--- src/verilog/fcc_defines.svh ---
// Register offsets, field positions, reset values and timing counts
`ifndef FCC_DEFINES_SVH
`define FCC_DEFINES_SVH
// ****************************************
// Register offsets
// ****************************************
`define FCC_OFS_IF          12'h030
`define FCC_OFS_IEN         12'h03C
`define FCC_OFS_CACHECMD    12'h044
`define FCC_OFS_HITS        12'h048
`define FCC_OFS_MISSES      12'h04C
`define FCC_OFS_STATUS      12'h050
`define FCC_OFS_ERASE_GUARD 12'h054
`define FCC_OFS_ERASE_CMD   12'h058
`define FCC_OFS_STARTUP     12'h05C
`define FCC_OFS_FLASH_CMD   12'h074
// ****************************************
// Fields and values
// ****************************************
`define FCC_CC_INVAL        0
`define FCC_CC_START        1
`define FCC_CC_STOP         2
`define FCC_IF_HITOF        2
`define FCC_IF_MISSOF       3
`define FCC_IF_WAKE         4
`define FCC_ST_ACTIVE       6
`define FCC_ST_WAKING       0
`define FCC_ERASE_KEY       16'h631A
`define FCC_GUARD_RST       16'h0001
`define FCC_STARTUP_RST     32'h1300104D
`define FCC_STARTUP_MASK    32'h773FF3FF
`define FCC_TALLY_MAX       20'hFFFFF
`define FCC_DLY_UNIT_NS     1000
`define FCC_CLK_NS          25
`define FCC_DLY_UNIT_CYC    ((`FCC_DLY_UNIT_NS + `FCC_CLK_NS - 1) / `FCC_CLK_NS)
`endif

--- src/verilog/fcc_pkg.sv ---
// Types shared by the flash cache register block
package fcc_pkg;
  typedef enum logic [2:0] {
    FCC_IDLE,
    FCC_DLY0,
    FCC_DLY1,
    FCC_WAITST,
    FCC_DONE
  } fcc_wake_state_t;
endpackage

--- src/verilog/fcc_regs.sv ---
// Flash cache counters, erase guard, startup control and power-up registers
//
// Notes on behaviour
// - A one written to the counter-start bit clears both tallies and starts them from zero.
// - A one written to cache command bit 0 pulses the instruction cache invalidate output.
// - The hit tally is a read-only 20-bit count in bits 19:0 since the last start.
// - The miss tally is a separate read-only 20-bit count in bits 19:0 since the last start.
// - Writing 0x631A to the guard unlocks mass erase and any other value locks it again.
// - Reading the guard returns only bit 0, one while locked and zero while unlocked.
// - The guard is locked after reset and reads 0x0001.
// - Mass erase commands are not carried out while the guard is locked.
// - A one written to bit 0 of the flash command register starts the power-up sequence.
// - The end of the power-up sequence sets the power-up-complete flag.
// - The startup delay fields reset to a factory value given by a parameter.
// - When either tally saturates both stop and the counters-active bit clears.
// - Hit overflow sets flag bit 2 and miss overflow sets flag bit 3.
//
// Decided for this implementation: register access over Avalon-MM.
`timescale 1ns/100ps
`include "fcc_defines.svh"
module fcc_regs #(
  parameter logic [31:0] STARTUP_RESET = `FCC_STARTUP_RST,
  parameter int          UNIT_CYC      = `FCC_DLY_UNIT_CYC
) (
  input  wire logic        clk_i,
  input  wire logic        rst_i,
  input  wire logic [11:0] avs_address_i,
  input  wire logic        avs_read_i,
  input  wire logic        avs_write_i,
  input  wire logic [31:0] avs_writedata_i,
  input  wire logic [3:0]  avs_byteenable_i,
  output logic [31:0]      avs_readdata_o,
  output logic             avs_waitrequest_o,
  input  wire logic        cache_hit_i,
  input  wire logic        cache_miss_i,
  output logic             icache_invalidate_o,
  output logic             main_array_erase_cmd_o,
  output logic [2:0]       boot_wait_states_o,
  output logic             flash_waking_o,
  output logic             irq_o
);
  // ****************************************
  // Bus handshake: one wait cycle per access
  // ****************************************
  logic        ack;
  logic [31:0] startup;
  logic [15:0] guard_key;
  logic [5:0]  if_flags;
  logic [5:0]  ien;
  logic        active;
  logic        erase_cmd;
  wire req    = avs_read_i || avs_write_i;
  wire wr_acc = avs_write_i && ack;
  wire full_w = &avs_byteenable_i;
  assign avs_waitrequest_o = req && !ack;
  always_ff @(posedge clk_i) begin
    if (rst_i) begin
      ack <= 1'b0;
    end else begin
      ack <= req && !ack;
    end
  end
  // ****************************************
  // Write decode
  // ****************************************
  wire wr_cc    = wr_acc && avs_address_i == `FCC_OFS_CACHECMD;
  wire wr_guard = wr_acc && avs_address_i == `FCC_OFS_ERASE_GUARD;
  wire wr_start = wr_acc && avs_address_i == `FCC_OFS_STARTUP;
  wire wr_fcmd  = wr_acc && avs_address_i == `FCC_OFS_FLASH_CMD;
  wire wr_ecmd  = wr_acc && avs_address_i == `FCC_OFS_ERASE_CMD;
  wire wr_if    = wr_acc && avs_address_i == `FCC_OFS_IF;
  wire wr_ien   = wr_acc && avs_address_i == `FCC_OFS_IEN;
  wire perf_count_start = wr_cc && avs_writedata_i[`FCC_CC_START];
  wire perf_count_stop  = wr_cc && avs_writedata_i[`FCC_CC_STOP];
  wire flash_wake_cmd   = wr_fcmd && avs_writedata_i[0];
  wire erase_locked     = (guard_key != `FCC_ERASE_KEY);
  // ****************************************
  // Tallies
  // ****************************************
  logic [19:0] hit_tally;
  logic [19:0] miss_tally;
  logic        hit_max;
  logic        miss_max;
  fcc_tally #(.WIDTH(20)) u_hits (
    .clk_i    (clk_i),
    .rst_i    (rst_i),
    .clear_i  (perf_count_start),
    .run_i    (active),
    .event_i  (cache_hit_i),
    .count_o  (hit_tally),
    .at_max_o (hit_max)
  );
  fcc_tally #(.WIDTH(20)) u_misses (
    .clk_i    (clk_i),
    .rst_i    (rst_i),
    .clear_i  (perf_count_start),
    .run_i    (active),
    .event_i  (cache_miss_i),
    .count_o  (miss_tally),
    .at_max_o (miss_max)
  );
  wire hit_of  = active && hit_max;
  wire miss_of = active && miss_max;
  always_ff @(posedge clk_i) begin
    if (rst_i) begin
      active <= 1'b0;
    end else if (perf_count_start) begin
      active <= 1'b1;
    end else if (perf_count_stop || hit_max || miss_max) begin
      active <= 1'b0;
    end
  end
  // ****************************************
  // Erase guard and startup control
  // ****************************************
  always_ff @(posedge clk_i) begin
    if (rst_i) begin
      guard_key <= `FCC_GUARD_RST;
      startup   <= STARTUP_RESET;
      erase_cmd <= 1'b0;
    end else begin
      if (wr_guard) begin
        guard_key <= avs_writedata_i[15:0];
      end
      if (wr_start && full_w) begin
        startup <= avs_writedata_i & `FCC_STARTUP_MASK;
      end
      erase_cmd <= wr_ecmd && avs_writedata_i[0] && !erase_locked;
    end
  end
  assign main_array_erase_cmd_o = erase_cmd;
  // ****************************************
  // Power-up sequencer
  // ****************************************
  logic wake_done;
  logic wake_busy;
  fcc_wake_seq #(.UNIT_CYC(UNIT_CYC)) u_wake (
    .clk_i         (clk_i),
    .rst_i         (rst_i),
    .start_i       (flash_wake_cmd),
    .dly0_i        (startup[9:0]),
    .dly1_i        (startup[21:12]),
    .wait_states_i (startup[30:28]),
    .wait_always_i (startup[26]),
    .wait_en_i     (startup[25]),
    .active_wait_i (startup[24]),
    .busy_o        (wake_busy),
    .wait_states_o (boot_wait_states_o),
    .done_o        (wake_done)
  );
  assign flash_waking_o = wake_busy;
  // ****************************************
  // Interrupt flags: set wins over clear
  // ****************************************
  logic [5:0] ev;
  always_comb begin
    ev = 6'h00;
    ev[`FCC_IF_HITOF]  = hit_of;
    ev[`FCC_IF_MISSOF] = miss_of;
    ev[`FCC_IF_WAKE]   = wake_done;
  end
  wire [5:0] clr = wr_if ? avs_writedata_i[5:0] : 6'h00;
  always_ff @(posedge clk_i) begin
    if (rst_i) begin
      if_flags <= 6'h00;
      ien      <= 6'h00;
    end else begin
      if_flags <= (if_flags & ~clr) | ev;
      if (wr_ien) begin
        ien <= avs_writedata_i[5:0];
      end
    end
  end
  assign irq_o = |(if_flags & ien);
  assign icache_invalidate_o = wr_cc && avs_writedata_i[`FCC_CC_INVAL];
  // ****************************************
  // Read mux
  // ****************************************
  logic [31:0] rdata;
  always_comb begin
    case (avs_address_i)
      `FCC_OFS_HITS:        rdata = {12'h000, hit_tally};
      `FCC_OFS_MISSES:      rdata = {12'h000, miss_tally};
      `FCC_OFS_ERASE_GUARD: rdata = {31'h00000000, erase_locked};
      `FCC_OFS_STARTUP:     rdata = startup;
      `FCC_OFS_IF:          rdata = {26'h0000000, if_flags};
      `FCC_OFS_IEN:         rdata = {26'h0000000, ien};
      `FCC_OFS_STATUS:      rdata = {25'h0000000, active, 5'h00, wake_busy};
      default:              rdata = 32'h00000000;
    endcase
  end
  always_ff @(posedge clk_i) begin
    if (rst_i) begin
      avs_readdata_o <= 32'h00000000;
    end else if (avs_read_i && !ack) begin
      avs_readdata_o <= rdata;
    end
  end
endmodule

--- src/verilog/fcc_tally.sv ---
// Saturating 20-bit event tally
`timescale 1ns/100ps
`include "fcc_defines.svh"
module fcc_tally #(
  parameter int WIDTH = 20
) (
  input  wire logic             clk_i,
  input  wire logic             rst_i,
  input  wire logic             clear_i,
  input  wire logic             run_i,
  input  wire logic             event_i,
  output logic [WIDTH-1:0]      count_o,
  output logic                  at_max_o
);
  wire bump = run_i && event_i && !at_max_o;
  assign at_max_o = &count_o;
  always_ff @(posedge clk_i) begin
    if (rst_i || clear_i) begin
      count_o <= '0;
    end else if (bump) begin
      count_o <= count_o + 1'b1;
    end
  end
endmodule

--- src/verilog/fcc_wake_seq.sv ---
// Flash power-up sequencer with startup delays and wait states
`timescale 1ns/100ps
`include "fcc_defines.svh"
module fcc_wake_seq #(
  parameter int UNIT_CYC = `FCC_DLY_UNIT_CYC
) (
  input  wire logic        clk_i,
  input  wire logic        rst_i,
  input  wire logic        start_i,
  input  wire logic [9:0]  dly0_i,
  input  wire logic [9:0]  dly1_i,
  input  wire logic [2:0]  wait_states_i,
  input  wire logic        wait_always_i,
  input  wire logic        wait_en_i,
  input  wire logic        active_wait_i,
  output logic             busy_o,
  output logic [2:0]       wait_states_o,
  output logic             done_o
);
  fcc_pkg::fcc_wake_state_t state;
  fcc_pkg::fcc_wake_state_t next_state;
  logic [9:0]  units;
  logic [15:0] tick;
  wire tick_en = (tick == 16'(UNIT_CYC - 1));
  wire units_done = tick_en && (units == 10'h000);
  always_comb begin
    next_state = state;
    case (state)
      fcc_pkg::FCC_IDLE:   if (start_i) next_state = fcc_pkg::FCC_DLY0;
      fcc_pkg::FCC_DLY0:   if (units_done) next_state = active_wait_i ? fcc_pkg::FCC_DLY1 : fcc_pkg::FCC_DONE;
      fcc_pkg::FCC_DLY1:   if (units_done) next_state = fcc_pkg::FCC_DONE;
      fcc_pkg::FCC_WAITST: next_state = fcc_pkg::FCC_DONE;
      fcc_pkg::FCC_DONE:   next_state = fcc_pkg::FCC_IDLE;
      default:             next_state = fcc_pkg::FCC_IDLE;
    endcase
  end
  always_ff @(posedge clk_i) begin
    if (rst_i) begin
      state <= fcc_pkg::FCC_IDLE;
      tick  <= 16'h0000;
      units <= 10'h000;
    end else begin
      state <= next_state;
      tick  <= (state == fcc_pkg::FCC_IDLE || tick_en) ? 16'h0000 : tick + 16'h0001;
      if (state == fcc_pkg::FCC_IDLE) begin
        units <= dly0_i;
      end else if (state == fcc_pkg::FCC_DLY0 && units_done) begin
        units <= dly1_i;
      end else if (tick_en && units != 10'h000) begin
        units <= units - 10'h001;
      end
    end
  end
  assign busy_o = (state != fcc_pkg::FCC_IDLE);
  assign done_o = (state == fcc_pkg::FCC_DONE);
  // Wait states applied per enable bits
  assign wait_states_o = (busy_o && (wait_always_i || (wait_en_i && state == fcc_pkg::FCC_DLY1)))
                         ? wait_states_i : 3'h0;
endmodule

--- config.mk ---
export PLATFORM = sky130hd
export DESIGN_NAME = fcc_regs
export DESIGN_NICKNAME = d
export VERILOG_FILES = /design/src/verilog/fcc_pkg.sv /design/src/verilog/fcc_regs.sv /design/src/verilog/fcc_tally.sv /design/src/verilog/fcc_wake_seq.sv
export VERILOG_INCLUDE_DIRS = /design/src /design/src/verilog
export SDC_FILE = /design/constraint.sdc
export NUM_CORES = 1
export LEC_CHECK = 0
export ABC_CLOCK_PERIOD_IN_PS = 3200
export BUFFER_PORTS_ARGS = -buffer_cell sky130_fd_sc_hd__buf_2
export CAP_MARGIN = 10
export CORE_MARGIN = 8
export CORE_UTILIZATION = 33
export DETAILED_ROUTE_END_ITERATION = 10
export MAX_ROUTING_LAYER = met4
export PLACE_DENSITY = 0.61
export REMOVE_ABC_BUFFERS = 1
export SYNTH_ARGS = -nofsm -noshare
export SYNTH_HDL_FRONTEND = slang
export SYNTH_SLANG_ARGS = --single-unit
export TNS_END_PERCENT = 50
--- constraint.sdc ---
create_clock -name clk_i -period 3.2 [get_ports clk_i]
set_clock_uncertainty 0.05 [all_clocks]
set_input_delay 0.8 -clock clk_i [delete_from_list [all_inputs] [get_ports clk_i]]
set_output_delay 0.8 -clock clk_i [all_outputs]
set_load 0.1 [all_outputs]
# Word level (Yosys, flattened, before mapping)
# Cells that the tools add are included.
# totals
n_memories	0
latch_bits	0
output_inout_bits	40
ramBits	0
rom_bits	0
elab_cells	103
ff_bits	158
in_bits	54
# op_classes
shift	0
reduce_logical	50
multipliers	0
n_addsub	4
n_mux	13
eq_ne	19
div_mod_pow	0
n_lt_le_gt_ge	0
bitwise_logic	4
# ops
op	n
$pmux 31 s7	1
$eq 12x7->1 const B	8
$add 20x1->20 const B	2
$reduce_and 20->1	2
$mux 10	3
$logic_and 1x1->1	28
$eq 12x6->1 const B	2
$add 16x1->16 const B	1
$eq 16x6->1 const B	1
$ne 16x15->1 const B	1
$mux 3	5
$and 6x6->6	2
$pmux 3 s4	1
$logic_not 10->1	1
$reduce_bool 10->1	1
$sub 10x1->10 const B	1
$eq 3x2->1 const B	2
$logic_or 1x1->1	6
$mux 6	1
$not 6->6	1
$or 6x5->6	1
$reduce_bool 3->1	2
$reduce_or 6->1	1
$logic_not 1->1	4
other kinds (10)	12

# Longest topological paths before layout
# depth
word_depth	7
ltp_mapped	8
mapped_depth_nobuf	7

# Hierarchy
# Synthesis repeated with hierarchy kept, for this count alone.
# hier_totals
cells_unflattened	919
area_unflattened_um2	7631.1
# by_module_without_submodules
module	seq_area_each_um2	area_per_inst_um2	instances	cells_each
fcc_regs	1701.6	3803.6	1	445
fcc_tally	400.4	1082.3	2	134
fcc_wake_seq	580.6	1662.8	1	206

# Worst setup path after synthesis
# Ideal clock, no wire load.
# synth_path
kind	input-to-output
from	in avs_address_i[9]
to	out icache_invalidate_o
stages	4
t_arrival_ns	2.776
setup_slack_ns	-0.426
required_ns	2.350
n_path_buf	1
path_cell_list	or4_1 clkbuf_1 nor4_1 and2_1
# synth_via
elab_chain_cells	3
# synth_lines
element	line_no	rtl
start, declared	fcc_regs.sv:27	input wire logic [11:0] avs_address_i,
$eq 12x7->1 (no line)	--	
$logic_and 1x1->1 (no line)	--	
$logic_and 1x1->1	fcc_regs.sv:175	assign icache_invalidate_o = wr_cc && avs_writedata_i[`FCC_CC_INVAL];
end, declared	fcc_regs.sv:36	output logic icache_invalidate_o,
# No other way between the ends.

# Worst setup path after layout
# layout_path
from	in avs_address_i[5]
to	out icache_invalidate_o
# Same word-level chain as after synthesis.

==> run metrics <==
Die Footprint=26800 um2; critical path class=in -> out; number of enable-type register cells in the synthesized netlist=0; largest family of logic cells by synthesized area=simple AND/OR/NAND/NOR gates; multiplexer share of the synthesized area=1.28%; fraction of synthesis flops using an asynchronous set or reset pin=0%; register area share after synthesis=a little over two fifths; NetSw=between 0.9 and 1 mW; top cells by area in the synthesized netlist=sky130_fd_sc_hd__dfxtp_1, sky130_fd_sc_hd__nand2_1, sky130_fd_sc_hd__a21oi_1; worst-path cell chain=buf_2, or4b_2, nor4_1, and2_1, buf_12; Floorplan Core Area=about 22000 um2; share of final-layout standard cells stronger than drive strength 1=16.3%; critical path launch point type=primary input; power share of the combinational group=under 10%; count of max-cap constraint violations=0; min Tclk post-route=between 3 and 4 ns; simple-gate area share of the yosys netlist=29.4%; final design utilization=40.0%; run status=complete, no violations; area fraction in compound gates after synthesis=18.0%; starting density of the core=33.4%; sequential share of power=45.8%; worst-path maximum fanout=2; share of the cycle needed by the critical path after routing=97.6%; final instance area=8650 um2; non-filler instance count after layout=1273; class of the tightest hold or removal check=reg -> reg; remaining max-slew budget at the tightest pin=around 54%; cell type contributing the most total cell area after synthesis=sky130_fd_sc_hd__dfxtp_1; placed cell area=8040 um2; IO Port Bufs=between 80 and 90; HPWL reported at the end of detailed placement=16.0 mm; overall die height=roughly 160 um; Crit path required time=2.35 ns; beginning of the worst hold path=avs_readdata_o[13]; #FFs+latches synth=154; worst setup path start=avs_address_i[5]; maximum level of the CTS H-tree=4; detailed-router iteration count before antenna repair=5; final global-route overflow total=0; cell internal power dissipation=3.27 mW; global-route wire length before repair=34.5 mm; TritonCTS clock tree=done; IO Pins=94; power per cell area=486 nW/um2; net switching fraction of the power=between 20% and 30%; wirelength, routed=21.5 mm; clock buffers created by TritonCTS=17; xor and xnor fraction of the mapped netlist area=4.01%; via-per-instance ratio=5.35; pin count of the biggest net entering global routing=28; Cell Area, Synth=7210 um2; number of antenna diodes=0; delay contributed by the slowest stage of the critical path=about 0.69 ns; commonest cells in the netlist=sky130_fd_sc_hd__nand2_1, sky130_fd_sc_hd__dfxtp_1, sky130_fd_sc_hd__a21oi_1; count of final hold-check violations=0; antenna violations before repair=0; number of sinks handled by clock tree synthesis=154; synthesized-area fraction occupied by adder cells=0.694%; ys flop type=sky130_fd_sc_hd__dfxtp_1; worst-skew pair later-pin latency=around 0.42 ns; highest ir drop seen on vdd=between 0.2 and 0.3 mV; startpoint of the most critical register-to-register path=u_wake.units[0]; Max Freq=0.320 GHz; via count of the first global-routing pass=approximately 6500; Post-Synthesis Cells=890; average footprint of a synthesized cell=between 8 and 9 um2; filler cell count=2223; Synth top area share=42.7%; DR WL/cell=16.9 um; distinct cell type count after synthesis=64; combined global-route utilization of all metal layers=16.7%; Post-route DRC=0; via count=roughly 6800; post-synthesis to final-layout area growth=20.0%; Worst EP arrival=2.27 ns; Longest Clk Path Bufs=2; total of warnings raised by yosys=0; setup repair after global routing missed its margin=false; Final Net Count=1039; total of endpoints with negative setup slack in the final report=0; most repeated cell in the gate-level netlist after synthesis=sky130_fd_sc_hd__nand2_1; kind of end point of the critical path=output pin; x dimension of the die=164 um; antenna-violating nets left=0; Reg clk slew, reported paths=0.06 ns; part of the total power dissipated in the clock network=49.6%; global placer's final weighted congestion=0.882; cts-stage hold buffer count=0; Lkg Pwr=3.00 nW; number of design-rule violations left by the first detailed-router iteration=791; quantity of gates resized following cts=0; Slowest cell on crit path=sky130_fd_sc_hd__or4b_2; clock tree root buffer cell=sky130_fd_sc_hd__clkbuf_16; Setup Total Neg Slack=0 ns; Post-CTS Setup Inserts=0; number of placement rows=54; actual slew at the worst max-slew pin=0.696 ns; instance count after placement with tap cells included=1242; number of pins exceeding their max-slew limit in the final report=0
[final timing paths]
kind                            slack [ns]                  end  depth (start not counted)
worst max-delay path                  0.08  icache_invalidate_o                          5
worst min-delay path                  0.40   avs_readdata_o[13]                          2
worst max register to register        0.56      u_wake.units[7]                          7
worst min register to register        0.40   avs_readdata_o[13]                          2
[worst max-delay path: cells and delay by family]
kind	cells	cell delay [ns]
simple gates	3	1.18
buf+inv	2	0.28
[through the flow]
step,total power [mW],hold WS [ns],worst slack [ns]
global route,4.36,0.425,0.0186
CTS,4.25,0.399,0.0708
floorplan,2.05,0.375,-0.676
global placement,2.16,0.384,0.0848
finish,4.20,0.397,0.0772
detailed placement,2.16,0.387,0.0839
[cells in the final DEF (no fill, tap or decap), types with 12 or more instances in the layout]
cell	n
sky130_fd_sc_hd__a21oi_1	73
sky130_fd_sc_hd__a222oi_1	15
sky130_fd_sc_hd__a22oi_1	15
sky130_fd_sc_hd__and3_1	13
sky130_fd_sc_hd__buf_2	84
sky130_fd_sc_hd__buf_4	33
sky130_fd_sc_hd__clkbuf_16	17
sky130_fd_sc_hd__dfxtp_1	154
sky130_fd_sc_hd__inv_1	14
sky130_fd_sc_hd__nand2_1	159
sky130_fd_sc_hd__nand3_1	37
sky130_fd_sc_hd__nand3b_1	14
sky130_fd_sc_hd__nand4_1	15
sky130_fd_sc_hd__nor2_1	72
sky130_fd_sc_hd__nor3_1	17
sky130_fd_sc_hd__o21ai_0	50
sky130_fd_sc_hd__or3_1	22
sky130_fd_sc_hd__xnor2_1	21
sky130_fd_sc_hd__xor2_1	12
[flip-flops by register name, indices dropped and copies added (netlist names)]
signal / cells
guard_key: 16
u_misses.count_o: 20
active: 1
u_wake.state: 3
u_hits.count_o: 20
ack: 1
if_flags: 6
main_array_erase_cmd_o: 1
u_wake.units: 10
startup: 26
ien: 6
avs_readdata_o: 28
u_wake.tick: 16
[layout make-up]
type / count / area, um2 / area share (%)
Clock buffer: 22 / 474 / 5.48
Tap cell: 280 / 350 / 4.05
Sequential cell: 154 / 3080 / 35.6
Timing Repair Buffer: 118 / 688 / 7.95
Clock inverter: 9 / 138 / 1.59
Inverter: 14 / 52.6 / 0.607
Multi-Input combinational cell: 676 / 3870 / 44.7
[metal layers]
layer / wire length, um / part of all wire, % / track usage, % / up-vias
met4: 394 / 1.8 / 5.41 / 0
met5: 0 / 0 / - / -
met3: 1200 / 5.6 / 3.53 / 24
met2: 10500 / 49 / 27.2 / 158
li1: - / - / - / 3398
met1: 9380 / 44 / 20.3 / 3233
[power by group through the flow]
stage / clock network [mW] / logic [mW] / registers (mW)
after floorplan: 0 / 0.0850 / 1.97
after global placement: 0 / 0.190 / 1.97
after detailed placement: 0 / 0.190 / 1.97
after CTS: 2.13 / 0.190 / 1.93
after global routing: 2.23 / 0.206 / 1.93
final: 2.09 / 0.190 / 1.93
[cell families after synthesis]
| family | Yosys count |
|---|---|
| simple gates | 420 |
| compound gates | 206 |
| flops | 154 |
| buf+inv | 63 |
| xor+xnor | 33 |
| mux | 9 |
| fa+ha+maj | 4 |
| other cells | 1 |
Note: power is estimated with default switching activity, not from simulation.
